### config.mk
export PLATFORM = sky130hd
export DESIGN_NAME = bts_unit
export DESIGN_NICKNAME = d
export VERILOG_FILES = /design/src/bts_pkg.sv /design/src/bts_bitop.sv /design/src/bts_unit.sv
export VERILOG_INCLUDE_DIRS = /design/src
export SDC_FILE = /design/constraint.sdc
export NUM_CORES = 1
export LEC_CHECK = 0
export BUFFER_PORTS_ARGS = -buffer_cell sky130_fd_sc_hd__clkbuf_2
export CAP_MARGIN = 20
export CORE_MARGIN = 1
export CORE_UTILIZATION = 45
export CTS_CLUSTER_SIZE = 10
export DETAILED_ROUTE_END_ITERATION = 6
export PLACE_DENSITY = 0.77
export RECOVER_POWER = 100
export SKIP_LAST_GASP = 1
export SYNTH_ARGS = -nofsm -noshare
export SYNTH_HDL_FRONTEND = slang
export SYNTH_SLANG_ARGS = --single-unit
export TNS_END_PERCENT = 5
### constraint.sdc
create_clock -name clk_sys -period 2.6 [get_ports clk_sys]
set_input_delay 0.13 -clock clk_sys [delete_from_list [all_inputs] [get_ports clk_sys]]
set_output_delay 0.13 -clock clk_sys [all_outputs]
set_load 0.01 [all_outputs]
### src/bts_cfg.svh
// Constants of the bit test and set unit
`ifndef BTS_CFG_SVH
`define BTS_CFG_SVH

`define BTS_PFX_NONE  8'h00
`define BTS_PFX_FIRST 8'hdd
`define BTS_PFX_SECND 8'hfd

`define BTS_GRP_TEST  2'b01
`define BTS_GRP_SET   2'b11
`define BTS_RSEL_MEM  3'b110

`define BTS_FLAG_C    0
`define BTS_FLAG_N    1
`define BTS_FLAG_Z    6
`define BTS_FLAG_H    4

`define BTS_T_REG     5'd8
`define BTS_T_PTR_TEST 5'd12
`define BTS_T_PTR_SET  5'd15
`define BTS_T_IDX      5'd20

`define BTS_T_REG_RD   5'd4
`define BTS_T_PTR_RD   5'd8
`define BTS_T_IDX_RD   5'd16
`define BTS_T_PTR_WR   5'd12

`endif

### src/bts_pkg.sv
// Types of the bit test and set unit
package bts_pkg;

    typedef enum logic [1:0] {
        BTS_IDLE = 2'b01,
        BTS_RUN  = 2'b10
    } bts_state_t;

    typedef struct packed {
        bts_state_t  state;
        logic [4:0]  tcnt;
        logic [4:0]  total;
        logic [4:0]  rd_t;
        logic        is_set;
        logic        is_mem;
        logic [2:0]  bsel;
        logic [2:0]  rsel;
        logic [15:0] addr;
        logic [7:0]  data;
        logic [7:0]  flags;
        logic        rd_wait;
        logic        busy;
        logic        done;
        logic        illegal;
        logic        mem_rd_req;
        logic        mem_wr_req;
        logic [7:0]  mem_wr_data;
        logic        reg_wr_en;
        logic [7:0]  reg_wr_data;
        logic [7:0]  flags_out;
        logic        flags_wr;
    } bts_st_t;

endpackage : bts_pkg

### src/bts_bitop.sv
// Bit extraction and bit setting of one byte
`timescale 1ns/10ps
`default_nettype none

module bts_bitop (
    // Operand
    input  wire logic [7:0] data,
    input  wire logic [2:0] bsel,
    // Results
    output logic            bit_val,
    output logic [7:0]      set_val
);

    assign bit_val = data[bsel];                   // [RULE5] [RULE15]
    assign set_val = data | (8'h01 << bsel);       // [RULE15]

endmodule : bts_bitop

`default_nettype wire

### src/bts_unit.sv
// Bit test and bit set execution unit
//
// Behaviour
// RULE1 - Zero flag is inverse of tested bit
// RULE2 - Test sets half-carry; sign, parity undefined
// RULE3 - Test clears subtract, keeps carry
// RULE4 - Test never writes register or memory
// RULE5 - Bit select value picks bits 0..7
// RULE6 - CB, 01bbb110 tests byte at pointer pair
// RULE7 - Pointer pair test takes 12 states
// RULE8 - DD CB d op tests first index+d
// RULE9 - FD CB d op tests second index+d
// RULE10 - Indexed test takes 20 states
// RULE11 - Register set forces selected bit to one
// RULE12 - Register set takes 8 states
// RULE13 - Set leaves every flag unchanged
// RULE14 - Pointer pair set takes 15 states
// RULE15 - Bit 0 is least significant bit
// RULE16 - Register test updates zero, 8 states
// RULE17 - Memory set reads then writes; test reads
// RULE18 - Displacement signed, address wraps 16 bits
`timescale 1ns/10ps
`default_nettype none
`include "bts_cfg.svh"

module bts_unit (
    // Clock and reset
    input  wire logic        clk_sys,
    input  wire logic        arst_n,
    // Instruction
    input  wire logic        start,
    input  wire logic [7:0]  prefix_byte,
    input  wire logic [7:0]  op_byte,
    input  wire logic [7:0]  disp_byte,
    // Register file
    input  wire logic [15:0] memory_pointer_pair,
    input  wire logic [15:0] first_index_register,
    input  wire logic [15:0] second_index_register,
    input  wire logic [7:0]  flags_in,
    input  wire logic [7:0]  reg_rd_data,
    output logic [2:0]       reg_sel,
    output logic             reg_wr_en,
    output logic [7:0]       reg_wr_data,
    output logic [7:0]       flags_out,
    output logic             flags_wr,
    // Memory
    input  wire logic [7:0]  mem_rd_data,
    output logic [15:0]      mem_addr,
    output logic             mem_rd_req,
    output logic             mem_wr_req,
    output logic [7:0]       mem_wr_data,
    // Status
    output logic             busy,
    output logic             done,
    output logic             illegal
);

    localparam bts_pkg::bts_st_t RST = bts_pkg::bts_st_t'({bts_pkg::BTS_IDLE,
        {($bits(bts_pkg::bts_st_t) - 2){1'b0}}});

    bts_pkg::bts_st_t r_reg;
    bts_pkg::bts_st_t r_next;

    logic        bit_val;
    logic [7:0]  set_val;
    logic        dec_test;
    logic        dec_set;
    logic        dec_mem;
    logic        dec_plain;
    logic        dec_idx;
    logic        dec_legal;
    logic        accept;
    logic [15:0] dec_addr;
    logic [4:0]  dec_total;
    logic [4:0]  dec_rd_t;
    logic [7:0]  test_flags;

    function automatic logic [15:0] idx_addr(input logic [15:0] base,
                                             input logic [7:0]  disp);
        idx_addr = base + {{8{disp[7]}}, disp};    // [RULE18]
    endfunction : idx_addr

    bts_bitop u_bitop (
        .data    (r_reg.data),
        .bsel    (r_reg.bsel),
        .bit_val (bit_val),
        .set_val (set_val)
    );

    // Instruction decode
    assign dec_test  = op_byte[7:6] == `BTS_GRP_TEST;
    assign dec_set   = op_byte[7:6] == `BTS_GRP_SET;
    assign dec_mem   = op_byte[2:0] == `BTS_RSEL_MEM;                        // [RULE6]
    assign dec_plain = prefix_byte == `BTS_PFX_NONE;
    assign dec_idx   = (prefix_byte == `BTS_PFX_FIRST) || (prefix_byte == `BTS_PFX_SECND);
    assign dec_legal = dec_plain ? (dec_test || dec_set) :
                       (dec_idx && dec_test && dec_mem);                     // [RULE8] [RULE9]
    assign accept    = start && (r_reg.state == bts_pkg::BTS_IDLE);
    assign dec_addr  = (prefix_byte == `BTS_PFX_FIRST) ?
                           idx_addr(first_index_register, disp_byte) :       // [RULE8]
                       (prefix_byte == `BTS_PFX_SECND) ?
                           idx_addr(second_index_register, disp_byte) :      // [RULE9]
                       memory_pointer_pair;                                  // [RULE6]
    assign dec_total = dec_idx ? `BTS_T_IDX :                                // [RULE10]
                       dec_mem ? (dec_set ? `BTS_T_PTR_SET : `BTS_T_PTR_TEST) : // [RULE7] [RULE14]
                       `BTS_T_REG;                                           // [RULE12] [RULE16]
    assign dec_rd_t  = dec_idx ? `BTS_T_IDX_RD : dec_mem ? `BTS_T_PTR_RD : `BTS_T_REG_RD;

    // Zero from inverted bit, half-carry set, subtract clear, others kept
    always_comb begin
        test_flags = r_reg.flags;
        test_flags[`BTS_FLAG_Z] = ~bit_val;        // [RULE1]
        test_flags[`BTS_FLAG_H] = 1'b1;            // [RULE2]
        test_flags[`BTS_FLAG_N] = 1'b0;            // [RULE3]
    end

    always_comb begin
        r_next = r_reg;
        r_next.done       = 1'b0;
        r_next.illegal    = 1'b0;
        r_next.mem_rd_req = 1'b0;
        r_next.mem_wr_req = 1'b0;
        r_next.reg_wr_en  = 1'b0;
        r_next.flags_wr   = 1'b0;
        case (r_reg.state)
            bts_pkg::BTS_IDLE: begin
                if (accept && dec_legal) begin
                    r_next.state   = bts_pkg::BTS_RUN;
                    r_next.busy    = 1'b1;
                    r_next.tcnt    = 5'd0;
                    r_next.total   = dec_total;
                    r_next.rd_t    = dec_rd_t;
                    r_next.is_set  = dec_set;
                    r_next.is_mem  = dec_mem;
                    r_next.bsel    = op_byte[5:3];               // [RULE5]
                    r_next.rsel    = op_byte[2:0];               // [RULE11]
                    r_next.addr    = dec_addr;
                    r_next.flags   = flags_in;
                    r_next.rd_wait = 1'b0;
                end else if (accept) begin
                    r_next.illegal = 1'b1;
                end
            end
            bts_pkg::BTS_RUN: begin
                r_next.tcnt       = r_reg.tcnt + 5'd1;
                r_next.mem_rd_req = r_reg.is_mem && (r_reg.tcnt + 5'd1 == r_reg.rd_t); // [RULE17]
                r_next.rd_wait    = r_reg.mem_rd_req;
                if (r_reg.rd_wait) begin
                    r_next.data = mem_rd_data;
                end
                if (!r_reg.is_mem && (r_reg.tcnt == r_reg.rd_t)) begin
                    r_next.data = reg_rd_data;
                end
                // Write back only for memory set, never for test
                if (r_reg.is_set && r_reg.is_mem && (r_reg.tcnt + 5'd1 == `BTS_T_PTR_WR)) begin
                    r_next.mem_wr_req  = 1'b1;                   // [RULE14] [RULE17] [RULE4]
                    r_next.mem_wr_data = set_val;
                end
                if (r_reg.tcnt == r_reg.total - 5'd1) begin
                    r_next.state = bts_pkg::BTS_IDLE;
                    r_next.busy  = 1'b0;
                    r_next.done  = 1'b1;
                    if (!r_reg.is_set) begin
                        r_next.flags_wr  = 1'b1;                 // [RULE1] [RULE13]
                        r_next.flags_out = test_flags;
                    end else if (!r_reg.is_mem) begin
                        r_next.reg_wr_en   = 1'b1;               // [RULE11]
                        r_next.reg_wr_data = set_val;
                    end
                end
            end
            default: begin
                r_next = RST;
            end
        endcase
    end

    always_ff @(posedge clk_sys or negedge arst_n) begin
        if (!arst_n) begin
            r_reg <= RST;
        end else begin
            r_reg <= r_next;
        end
    end

    assign reg_sel     = r_reg.rsel;
    assign reg_wr_en   = r_reg.reg_wr_en;
    assign reg_wr_data = r_reg.reg_wr_data;
    assign flags_out   = r_reg.flags_out;
    assign flags_wr    = r_reg.flags_wr;
    assign mem_addr    = r_reg.addr;
    assign mem_rd_req  = r_reg.mem_rd_req;
    assign mem_wr_req  = r_reg.mem_wr_req;
    assign mem_wr_data = r_reg.mem_wr_data;
    assign busy        = r_reg.busy;
    assign done        = r_reg.done;
    assign illegal     = r_reg.illegal;

    // Checks
    localparam int D_REG      = 9;
    localparam int D_PTR_TEST = 13;
    localparam int D_IDX      = 21;
    localparam int D_IDX_RD   = 17;
endmodule : bts_unit

`default_nettype wire

-- Word-level counts from Yosys, hierarchy flattened
Index checks and enable logic that the tools add are counted.
- flip-flop bits (word level): 89
- input bits: 99
- output and inout port bits: 50
- logic and storage cells: 99
- order comparisons: 1
- muxes and demuxes: 31
- reduce and logical (&&, ||, !) cells: 18
- add/subtract/negate cells: 4
- equality and inequality tests: 18
- bitwise gates (word level): 4
- shift operators: 1
- operators by type and width (operator ; number):
    34-bit one-hot mux with 2 select lines ; 1
    28-bit one-hot mux with 2 select lines ; 1
    41-bit two-way mux ; 1
    9-bit two-way mux ; 4
    16-bit adder ; 2
    16-bit two-way mux ; 2
    8-bit one-hot mux with 2 select lines ; 2
    18-bit two-way mux ; 1
    8-bit == test, second input constant ; 2
    8-bit two-way mux ; 2
    5-bit == test ; 3
    7-bit one-hot mux with 2 select lines ; 1
    10-bit two-way mux ; 1
    5-bit two-way mux ; 2
    2-bit inequality test, second input constant ; 5
    1-bit logical AND ; 8
    8-bit zero test ; 1
    8-bit bitwise OR ; 1
    2-bit AND reduction ; 4
    1-bit by 3-bit << shifter with 8-bit output, first input constant ; 1
    1-bit two-way mux ; 6
    2-bit two-way mux ; 3
    5-bit by 1-bit adder with 5-bit output, second input constant ; 1
    5-bit by 4-bit == test with 1-bit output, second input constant ; 1
    other kinds (16) ; 21

-- Depth between registers and ports, before layout
Gate-level depths: netlist of run 1.
- word-level depth: 8
- gate-level depth with buffers: 10
- mapped depth without buffers: 10

-- By module
From an unflattened synthesis of run 1, not the netlist that was laid out.
- cells, all modules: 700
- area total of the unflattened synthesis: 6062.1 um^2
- modules (own cells, without submodules) (module ; area each (um^2) ; instances ; cells an instance ; sequential area each (um^2)):
    bts_unit ; 5884.4 ; 1 ; 677 ; 2003.2
    bts_bitop ; 177.7 ; 1 ; 23 ; 0.0

-- Worst setup path before layout of run 1
OpenSTA, ideal clock, no wires.
- path type: input port to flip-flop
- start point: input disp_byte[0]
- end point: register r_reg, in the netlist mem_addr[14]
- stages: 10
- data required time: 2.505 ns
- library setup time: 0.095 ns
- path slack: 0.438 ns
- arrival: 2.067 ns
- buffers on the path: 0
- cells stage by stage: ha_1 inv_1 fa_1 nor2b_1 o2111a_1 nor3_1 o41ai_1 or3_1 a21oi_1 o31ai_1
- word-level cells in the longest chain between the ends: 5
- elaborated cells between the ends (all ways): 6
- classes of those cells: add/sub (2); mux (4)
- RTL lines (element ; RTL line ; source):
    start, declared ; bts_unit.sv:34 ; input wire logic [7:0] disp_byte,
    16-bit adder ; bts_unit.sv:80 ; idx_addr = base + {{8{disp[7]}}, disp};
    16-bit two-way mux ; bts_unit.sv:101 ; (prefix_byte == `BTS_PFX_SECND) ?
    16-bit two-way mux (*) ; bts_unit.sv:99 ; assign dec_addr = (prefix_byte == `BTS_PFX_FIRST) ?
    41-bit two-way mux (*) ; bts_unit.sv:127 ; if (accept && dec_legal) begin
    34-bit one-hot mux with 2 select lines (*) ; bts_unit.sv:125 ; case (r_reg.state)
    end signal, assigned ; bts_unit.sv:182 ; r_reg <= r_next;
    end, declared ; bts_unit.sv:61 ; bts_pkg::bts_st_t r_reg;
Every way passes the cells marked *; elsewhere a longest branch is shown, timed or not. The select of a mux whose other input is x is not followed.
A chain may end at the register's enable or synchronous reset.

-- Final worst setup path of run 1
- start point: register r_reg[85] (netlist name)
- end point: register r_reg, in the netlist reg_wr_data[5]
- word-level cells in the longest chain between the ends: 3
- RTL lines (element ; RTL line ; source):
    5-bit == test ; bts_unit.sv:159 ; if (r_reg.tcnt == r_reg.total - 5'd1) begin
    2-bit inequality test (no line) ; - ;
    4-bit AND reduction (no line) ; - ;
No other way between the ends.

==> out/results.ini, run 1 <==
[synth]
mappedNetlistNets=812
yosysUniqueCellTypes=61
yosysTopAreaCellShare_pct=34.3
share_of_synthesized_cell_area_in_and_or_nand_and_nor_gates_pct=17.0
synth_compound_area_share_pct=21.8
synth-seq-cells=80
synth-adder-area-share_pct=8.72
postSynthAreaPerCell_um2=8.56
asyncSetResetFlopFracSynth_pct=100
synth-warning-count=0
post_synth_xor_area_fraction_pct=4.99
muxShareOfSynthArea_pct=3.43
synth.largest_area_cell=sky130_fd_sc_hd__dfrtp_1
fraction_of_the_yosys_area_taken_by_sequential_cells_pct=34.7
post_synth_instance_area_um2=5770
synth_edf_count=0
syn_inst=674
synth_top_flop_cell=sky130_fd_sc_hd__dfrtp_1
synthTopCellsByArea=sky130_fd_sc_hd__dfrtp_1, sky130_fd_sc_hd__ha_1, sky130_fd_sc_hd__nand2_1
main_combinational_cell_family_by_area_after_synthesis=compound AO/OA/AOI/OAI gates

[grt]
grt_antenna_before_repair=0
maximum_number_of_pins_on_one_net_before_global_route_repair=81
via_count_of_the_first_global_routing_pass=4805
grt_remaining_overflow=0
grtUsageTotal_pct=22.9
grt_pass1_wl_um=23500

[floorplan]
design.portCount=149
core_region_area_um2=12600
row_count=41
die_width_um=115
floorplan.die.height_um=115
initial_core_util_pct=45.9
die_area_um2=13300

[setup_path]
critical_setup_path_class=flop to flop
maximum_fanout_count_along_the_critical_path=16
worst_ep_required_time_ns=2.83
r2r.worst_path.cells=6
critical_path.reg2reg.startpoint=r_reg[85]
rrSetupSlack_ns=0.28
crit-reg2reg-capture=reg_wr_data[5]
timing.critical_path.arrival_ns=2.55
cp-end-kind=flop
critPathLaunchType=flop

[cells_and_area]
regArea_um2=2000
drive_gt1_share_pct=17.2
nets=913
antenna_cells_inserted=0
layout.cells.most_common=sky130_fd_sc_hd__nand2_1
final_cell_mix=sky130_fd_sc_hd__nand2_1, sky130_fd_sc_hd__clkbuf_2, sky130_fd_sc_hd__dfrtp_1
layout-area-overhead-vs-synth_pct=14.6
multi_input_area_um2=3240
layout.filler_cells=1253
largest_reg_flops=32

[sta]
holdWs_ns=0.0278
setup_viol=0
finClkSkew_ns=0.00380
report.final.slew_viol_count=0
rsz_0062_raised_after_global_routing=false
slew_headroom_pct=8.14
hold_viol_final=0
max_clock_freq_ghz=0.430
layout_worst_path_cycle_share_pct=89.4
final.setup.tns_ns=0
layout_min_cycle_time_ns=2.32
worst_pin_slew_ns=1.38
setup_slack_ns=0.275

[detailed_routing]
antenna_left=0
detail_route.drc_violations=0
post_drt_wl_per_cell_um=15.3
vias=5155
route.detailed.vias_per_inst=5.43
firstDrtPassIters=5
detail_route.iter0.violations=338
postRouteWirelength_um=14600

[place]
place_congestion=0.924
detailedPlacementHpwl_um=11400
io_buffers=144
dp_slack_ns=0.219

[cts]
cts.sinks=80
tritoncts=yes
post_cts_resize_count=0
clock_insertion_delay_worst_skew_ns=0.33
ctsLongestPathBuffers=2
cts_buf_count=9
clk_pin_slew_worst_paths_ns=0.06
clock-root-buffer=sky130_fd_sc_hd__clkbuf_16
cts_setup_buffers=0
clock_tree.htree_level_count=3

[power]
power.density_cell_area_nw_per_um2=586
vdd.ir_drop.worst_mv=0.349
sw_frac_of_total_pct=35.6
p_clk_share_pct=30.2
share_seq_of_total_power_pct=37.5
power_leakage_uw=0.00308
p_switching_uw=1380
power_frac_comb_pct=32.3
power_report.internal_total_uw=2490

[status]
result_of_the_run=complete, no violations

[worst_hold_path]
timing.hold.worst_endpoint=r_reg[39]
worstHoldPathType=input pin to flop
hold_depth=3
hold_path.startpoint=flags_in[7]

[job]
cap_viol_max_count=0

==> routing by layer <==
metal	share of wire [%]	routed length, um	GRT usage [%]	vias up
li1	-	-	-	2572
met3	6.4	934	3.85	24
met2	49	7100	39.9	201
met4	1.5	221	7.27	0
met5	0	0	0	-
met1	43	6310	28.9	2358
==> worst max path at each step <==
stage,endpoint,startpoint
after detailed placement,mem_addr[15],disp_byte[1]
after global placement,mem_addr[15],disp_byte[7]
after global routing,reg_wr_data[0],r_reg[85]
final,reg_wr_data[5],r_reg[85]
after floorplan,mem_addr[14],disp_byte[0]
after CTS,reg_wr_data[0],r_reg[85]
==> power groups by stage <==
stage | sequential [uW] | combinational (uW) | clock [uW]
2_1_floorplan | 1420 | 957 | 0
3_3_place_gp | 1470 | 1250 | 0
3_5_place_dp | 1480 | 1270 | 0
4_1_cts | 1460 | 1270 | 1190
5_1_grt | 1470 | 1420 | 1250
6_report | 1450 | 1250 | 1170
==> repair_timing <==
item | CTS | global route
setup endpoints to repair | 0 | 0
endpoints found under the hold margin | 0 | 25
hold buffers | 0 | 1
==> logic make-up after synthesis <==
family	count (synthesis)
AOI/OAI and AO/OA	188
DFF	80
other	1
xor gates and xnor gates	32
muxes	17
buffers and inverters	98
and+or+nand+nor	219
adders and majority gates	39
==> synthesized netlist by cell type (all sizes together), types with 2 or more instances <==
master	count
nand3	22
a22o	7
or3	6
o221ai	5
xor2	18
o211ai	8
mux2	2
a211o	3
or2	4
nand3b	3
o21a	2
nor3	17
a21oi	38
a31oi	11
a32o	2
nor2b	3
inv	25
a211oi	8
a21o	11
o21ai	44
ha	37
nand2b	7
xnor2	14
buf	49
mux2i	13
o31ai	30
clkbuf	24
fa	2
nand2	104
nor4	4
o41ai	2
mux4	2
dfrtp	79
nor2	39
nand4	3
o21bai	4
and2	4
o31a	2
==> critical path: stages (launching register included) <==
cell and delay (ns):
sky130_fd_sc_hd__dfrtp_1 0.44, sky130_fd_sc_hd__xnor2_1 0.24, sky130_fd_sc_hd__o211ai_1 0.13, sky130_fd_sc_hd__a2111oi_2 0.56
sky130_fd_sc_hd__nand3b_1 0.15, sky130_fd_sc_hd__a21o_1 0.38, sky130_fd_sc_hd__o31ai_1 0.32
==> stage by stage <==
step                      utilization [%]  cells  cell area [um^2]  power [uW]
after CTS                            53.2    948              6680        3920
after floorplan                         -    674              5770        2380
after global routing                 52.6    950              6620        4130
final                                52.6    950              6620        3880
after detailed placement             51.0    934              6410        2750
after global placement               51.0    934              6410        2730
==> layout make-up <==
class,instances,area share [%]
Clock buffer,14,4.14
Multi-Input combinational cell,496,49.0
Sequential cell,80,30.3
Tap cell,172,3.25
Timing Repair Buffer,163,12.0
Inverter,25,1.42
Note: power is estimated with default switching activity, not from simulation.
==> run 2, diff against run 1 <==
--- a/config.mk
+++ b/config.mk
@@ -12,8 +12,7 @@
 export CORE_UTILIZATION = 45
 export CTS_CLUSTER_SIZE = 10
 export DETAILED_ROUTE_END_ITERATION = 6
-export PLACE_DENSITY = 0.77
-export RECOVER_POWER = 100
+export PLACE_DENSITY = 0.79
 export SKIP_LAST_GASP = 1
 export SYNTH_ARGS = -nofsm -noshare
 export SYNTH_HDL_FRONTEND = slang
==> constraint.sdc (replaced) <==
create_clock -name clk_sys -period 1.9 [get_ports clk_sys]
set_input_delay 0.095 -clock clk_sys [delete_from_list [all_inputs] [get_ports clk_sys]]
set_output_delay 0.095 -clock clk_sys [all_outputs]
set_load 0.01 [all_outputs]
==> run 2 against run 1 <==
Against the previous run: combinational power increased by 78%; first-iteration DRC count increased by 3.8%; the flow now finishes with violations (negative setup slack); global-route usage increased by 1.9 points; die area unchanged; flip-flop and latch count unchanged; total power increased by 50%; clock skew increased by 0.0017 ns; critical path depth increased by 2; hold slack got worse by 0.025 ns; design area increased by 16%; clock power increased by 38%; count of clock-buffer cells in the layout decreased by 2.
==> out/results.ini, run 2 (synthesis gave the netlist of run 1 again) <==
[job]
cap_viol_max_count=0

[cts]
clock_tree.htree_level_count=3
clock-root-buffer=sky130_fd_sc_hd__clkbuf_16
cts.sinks=80
ctsLongestPathBuffers=2
clk_pin_slew_worst_paths_ns=0.06
tritoncts=yes
cts_buf_count=9
clock_insertion_delay_worst_skew_ns=0.34

[detailed_routing]
detail_route.iter0.violations=351
postRouteWirelength_um=16300
detailroute.wirelength.met3_um=880
antenna_left=0
post_drt_wl_per_cell_um=15.5
routed.top_layer=met4
vias=5662
detail_route.wirelength.met1_um=6820
detail_route.drc_violations=0
route.detailed.vias_per_inst=5.39
firstDrtPassIters=5
routed-wl-met2_um=8260

[setup_path]
r2r.worst_path.cells=8
critical_path.reg2reg.startpoint=r_reg[78]
slowest_stage=sky130_fd_sc_hd__dfrtp_1
maximum_fanout_count_along_the_critical_path=5
critPathLaunchType=flop
slowest_delay_ns=0.43
rrSetupSlack_ns=-0.34
worstPathCellList=inv_2 -> ha_4 -> xnor2_4 -> a2111oi_4 -> buf_4 -> nand3b_1 -> or2_4 -> o31ai_4
critical_setup_path_class=flop to flop
worst_path_dominant_cell_family=simple AND/OR/NAND/NOR gates
critical_path.n_buffers_inverters=2
worst_ep_required_time_ns=2.14
cp-end-kind=flop
timing.critical_path.arrival_ns=2.49
crit-reg2reg-capture=reg_wr_data[1]

[grt]
maximum_number_of_pins_on_one_net_before_global_route_repair=37
grt_antenna_before_repair=0
grtUsageTotal_pct=24.8
grt_remaining_overflow=0
via_count_of_the_first_global_routing_pass=5431
grt_pass1_wl_um=25600

[sta]
setup_slack_ns=-0.343
worst_pin_slew_ns=0.502
report.final.slew_viol_count=0
layout_worst_path_cycle_share_pct=118
setup_viol=34
rsz_0062_raised_after_global_routing=true
slew_headroom_pct=66.5
finClkSkew_ns=0.00548
hold_viol_final=0
final.setup.tns_ns=-5.71
max_clock_freq_ghz=0.446
layout_min_cycle_time_ns=2.24

[power]
power.density_cell_area_nw_per_um2=759
post_layout_total_power_uw=5820
vdd.ir_drop.worst_mv=0.440
power_leakage_uw=0.00378

[place]
place_congestion=0.908
io_buffers=144
placed_cells_incl_taps=1020
detailedPlacementHpwl_um=12600

[status]
failed_checks=negative setup slack
result_of_the_run=complete, but fails checks

[cells_and_area]
layout.filler_cells=1067
largest_reg_flops=32
final_cell_mix=sky130_fd_sc_hd__clkbuf_2, sky130_fd_sc_hd__nand2_1, sky130_fd_sc_hd__buf_4
layout-area-overhead-vs-synth_pct=32.8
regArea_um2=2000
nets=1012
drive_gt1_share_pct=34.0
multi_input_area_um2=3420
antenna_cells_inserted=0
layout.cells.most_common=sky130_fd_sc_hd__clkbuf_2
final_cell_count_no_fill=1051

[worst_hold_path]
worstHoldPathType=input pin to flop
hold_depth=3
hold_path.startpoint=op_byte[4]
timing.hold.worst_endpoint=r_reg[68]

[floorplan]
initial_core_util_pct=45.9
row_count=41
die_width_um=115
floorplan.die.height_um=115
die_area_um2=13300
core_region_area_um2=12600
design.portCount=149

run 2: how the worst max path moves through the flow:
stage                      start             end  slack, ns  depth (start not counted)
CTS                    r_reg[78]  reg_wr_data[3]      -0.20                          8
finish                 r_reg[78]  reg_wr_data[1]      -0.34                          8
global route           r_reg[78]  reg_wr_data[1]      -0.44                         10
global placement    disp_byte[0]    mem_addr[14]      -0.27                         12
floorplan              r_reg[85]  reg_wr_data[5]      -0.10                          7
detailed placement     r_reg[78]  reg_wr_data[3]      -0.33                          8
run 2: area by class of cell:
cell class	count	share of cell area, %
clock buffer	12	3.22
clock inverter	4	0.376
sequential	80	26.1
inverter	25	1.22
multi-input combinational	498	44.6
tap	172	2.81
timing repair buffer	260	21.6
run 2: metrics by stage:
step                      util [%]  hold WS [ns]  instance area (um^2)  setup WS, ns
after detailed placement      56.5        0.0941                  7100        -0.327
after floorplan                  -        -0.201                  5780        -0.104
after CTS                     59.5      0.000463                  7470        -0.195
after global placement        56.5        0.0874                  7100        -0.273
final                         61.0       0.00259                  7660        -0.343
after global routing          61.0        0.0241                  7660        -0.445
run 2: power breakdown:
group | internal (uW) | switching, uW | total, uW
clock network | 924 | 686 | 1610
logic | 921 | 1310 | 2230
registers | 1860 | 123 | 1980
total | 3700 | 2110 | 5820
run 2: metal layers:
layer	track usage (%)	vias up
met5	0	-
met4	9.78	0
met3	3.11	25
met2	43.6	207
met1	31.0	2655
li1	-	2775
run 2: tightest hold or removal path: stages:
cell and delay [ns]:
sky130_fd_sc_hd__clkbuf_2 0.09, sky130_fd_sc_hd__nand2_1 0.05, sky130_fd_sc_hd__o21ai_0 0.06
run 2: timing repair:
item                                   CTS  global route
setup buffers                            1             4
setup endpoints to repair               23            60
resized for setup                        4            23
pin swaps                                0            15
hold buffers                             8             0
gates cloned                             0             2
endpoints found under the hold margin   39             0
==> run 3, diff against run 2 <==
--- a/config.mk
+++ b/config.mk
@@ -12,6 +12,7 @@
 export CORE_UTILIZATION = 45
 export CTS_CLUSTER_SIZE = 10
 export DETAILED_ROUTE_END_ITERATION = 6
+export MAX_ROUTING_LAYER = met4
 export PLACE_DENSITY = 0.79
 export SKIP_LAST_GASP = 1
 export SYNTH_ARGS = -nofsm -noshare
==> run 3 against run 2 <==
Against the previous run: the flow still finishes with violations (negative setup slack); register-to-register slack gained 0.11 ns; combinational power shrank 4%; first-iteration DRC count shrank 12%; cell count shrank 1.1%; clock power grew 6%; worst setup slack gained 0.11 ns; via count shrank 2.7%; largest power group unchanged; highest routed layer unchanged.
==> out/results.ini, run 3 (synthesis gave the netlist of run 1 again) <==
[sta]
final.setup.tns_ns=-3.60
hold_viol_final=0
worst_pin_slew_ns=0.509
holdWs_ns=0.00282
layout_min_cycle_time_ns=2.13
report.final.slew_viol_count=0
layout_worst_path_cycle_share_pct=112
finClkSkew_ns=0.00471
rsz_0062_raised_after_global_routing=true
slew_headroom_pct=65.6
max_clock_freq_ghz=0.469
setup_viol=22
setup_slack_ns=-0.233

[cells_and_area]
nets=1000
largest_reg_flops=32
final_cell_utilization_of_the_core_pct=59.5
layout-area-overhead-vs-synth_pct=29.6
layout.cells.most_common=sky130_fd_sc_hd__clkbuf_2
final_design_area_no_fill_um2=7480
antenna_cells_inserted=0
final_cell_mix=sky130_fd_sc_hd__clkbuf_2, sky130_fd_sc_hd__nand2_1, sky130_fd_sc_hd__buf_4
drive_gt1_share_pct=32.1

[grt]
grt_antenna_before_repair=0
grt_remaining_overflow=0
maximum_number_of_pins_on_one_net_before_global_route_repair=81
grt_pass1_wl_um=25400
via_count_of_the_first_global_routing_pass=5370
grtUsageTotal_pct=25.5

[cts]
cts_buf_count=9
ctsLongestPathBuffers=2
clock_insertion_delay_worst_skew_ns=0.33
cts.sinks=80
clk_pin_slew_worst_paths_ns=0.06
tritoncts=yes
clock_tree.htree_level_count=3
clock-root-buffer=sky130_fd_sc_hd__clkbuf_16
cts_setup_buffers=0

[setup_path]
timing.critical_path.arrival_ns=2.37
critPathLaunchType=flop
cp-end-kind=flop
maximum_fanout_count_along_the_critical_path=9
critical_setup_path_class=flop to flop
worst_ep_required_time_ns=2.13

[floorplan]
floorplan.die.height_um=115
die_area_um2=13300
core_region_area_um2=12600
design.portCount=149
initial_core_util_pct=45.9
die_width_um=115
row_count=41

[detailed_routing]
firstDrtPassIters=5
detail_route.iter0.violations=309
antenna_left=0
vias=5510
detail_route.drc_violations=0
post_drt_wl_per_cell_um=15.2
route.detailed.vias_per_inst=5.30
postRouteWirelength_um=15800

[status]
result_of_the_run=complete, but fails checks
failed_checks=negative setup slack

[place]
place_congestion=0.912
placedInstanceArea_um2=7080
detailedPlacementHpwl_um=12500
io_buffers=144

[power]
power_report.internal_total_uw=3820
p_switching_uw=2030
power_leakage_uw=0.00373
share_seq_of_total_power_pct=33.9
sw_frac_of_total_pct=34.7
power.density_cell_area_nw_per_um2=782
post_layout_total_power_uw=5850
vdd.ir_drop.worst_mv=0.572
power_frac_comb_pct=36.8
p_clk_share_pct=29.3

[worst_hold_path]
worstHoldPathType=input pin to flop

[job]
cap_viol_max_count=0

==> run 3: worst paths after layout <==
kind                               from  slack (ns)  depth (start not counted)              to
hold reg to reg            mem_addr[13]        0.47                          2    mem_addr[13]
max in group asynchronous        arst_n        1.23                          3       r_reg[87]
min in group asynchronous        arst_n        0.33                          3            done
setup reg to reg              r_reg[78]       -0.23                          8  reg_wr_data[3]
setup / recovery              r_reg[78]       -0.23                          8  reg_wr_data[3]
hold / removal               op_byte[4]       0.003                          3       r_reg[68]
==> run 3: final cells by class <==
class	count	area, um^2
clock inverters	6	58.8
repair buffers	250	1600
clock buffers	10	239
inverters	25	93.8
well taps	172	215
flip-flops and latches	80	2000
multi-input cells	496	3270
fillers	1106	5090
==> run 3: layer usage <==
layer	part of all wire [%]	track usage (%)	up-vias
met1	43	30.3	2567
met2	50	44.0	169
li1	-	-	2745
met4	2.8	10.9	0
met5	0	-	-
met3	4.1	2.69	29
==> run 3: metrics by stage <==
stage	std cells	setup slack [ns]
final	1039	-0.233
after global routing	1039	-0.383
after CTS	1039	-0.247
after detailed placement	1015	-0.342
after global placement	1015	-0.283
after floorplan	674	-0.104
==> run 3: worst max-delay path, stage by stage (launching register included) <==
cell and delay (ns):
sky130_fd_sc_hd__dfrtp_1 0.40, sky130_fd_sc_hd__inv_1 0.06, sky130_fd_sc_hd__ha_1 0.30, sky130_fd_sc_hd__xnor2_1 0.14
sky130_fd_sc_hd__a2111oi_2 0.23, sky130_fd_sc_hd__buf_4 0.18, sky130_fd_sc_hd__nand3b_1 0.13, sky130_fd_sc_hd__or2_4 0.32
sky130_fd_sc_hd__o31ai_2 0.27
==> run 3: repair_timing <==
| action | CTS | global route |
|---|---|---|
| gates resized for setup | 3 | 1 |
| gates cloned | 0 | 0 |
| hold buffers | 8 | 0 |
| pin swaps | 0 | 0 |
| setup endpoints to repair | 25 | 47 |
| endpoints found under the hold margin | 86 | 0 |
==> run 3: power groups by stage <==
stage	Combinational, uW	Clock (uW)	Sequential [uW]
CTS	2150	1740	1980
detailed placement	2120	0	2010
global route	2390	1810	2000
global placement	2070	0	2000
floorplan	1310	0	1940
finish	2150	1710	1980
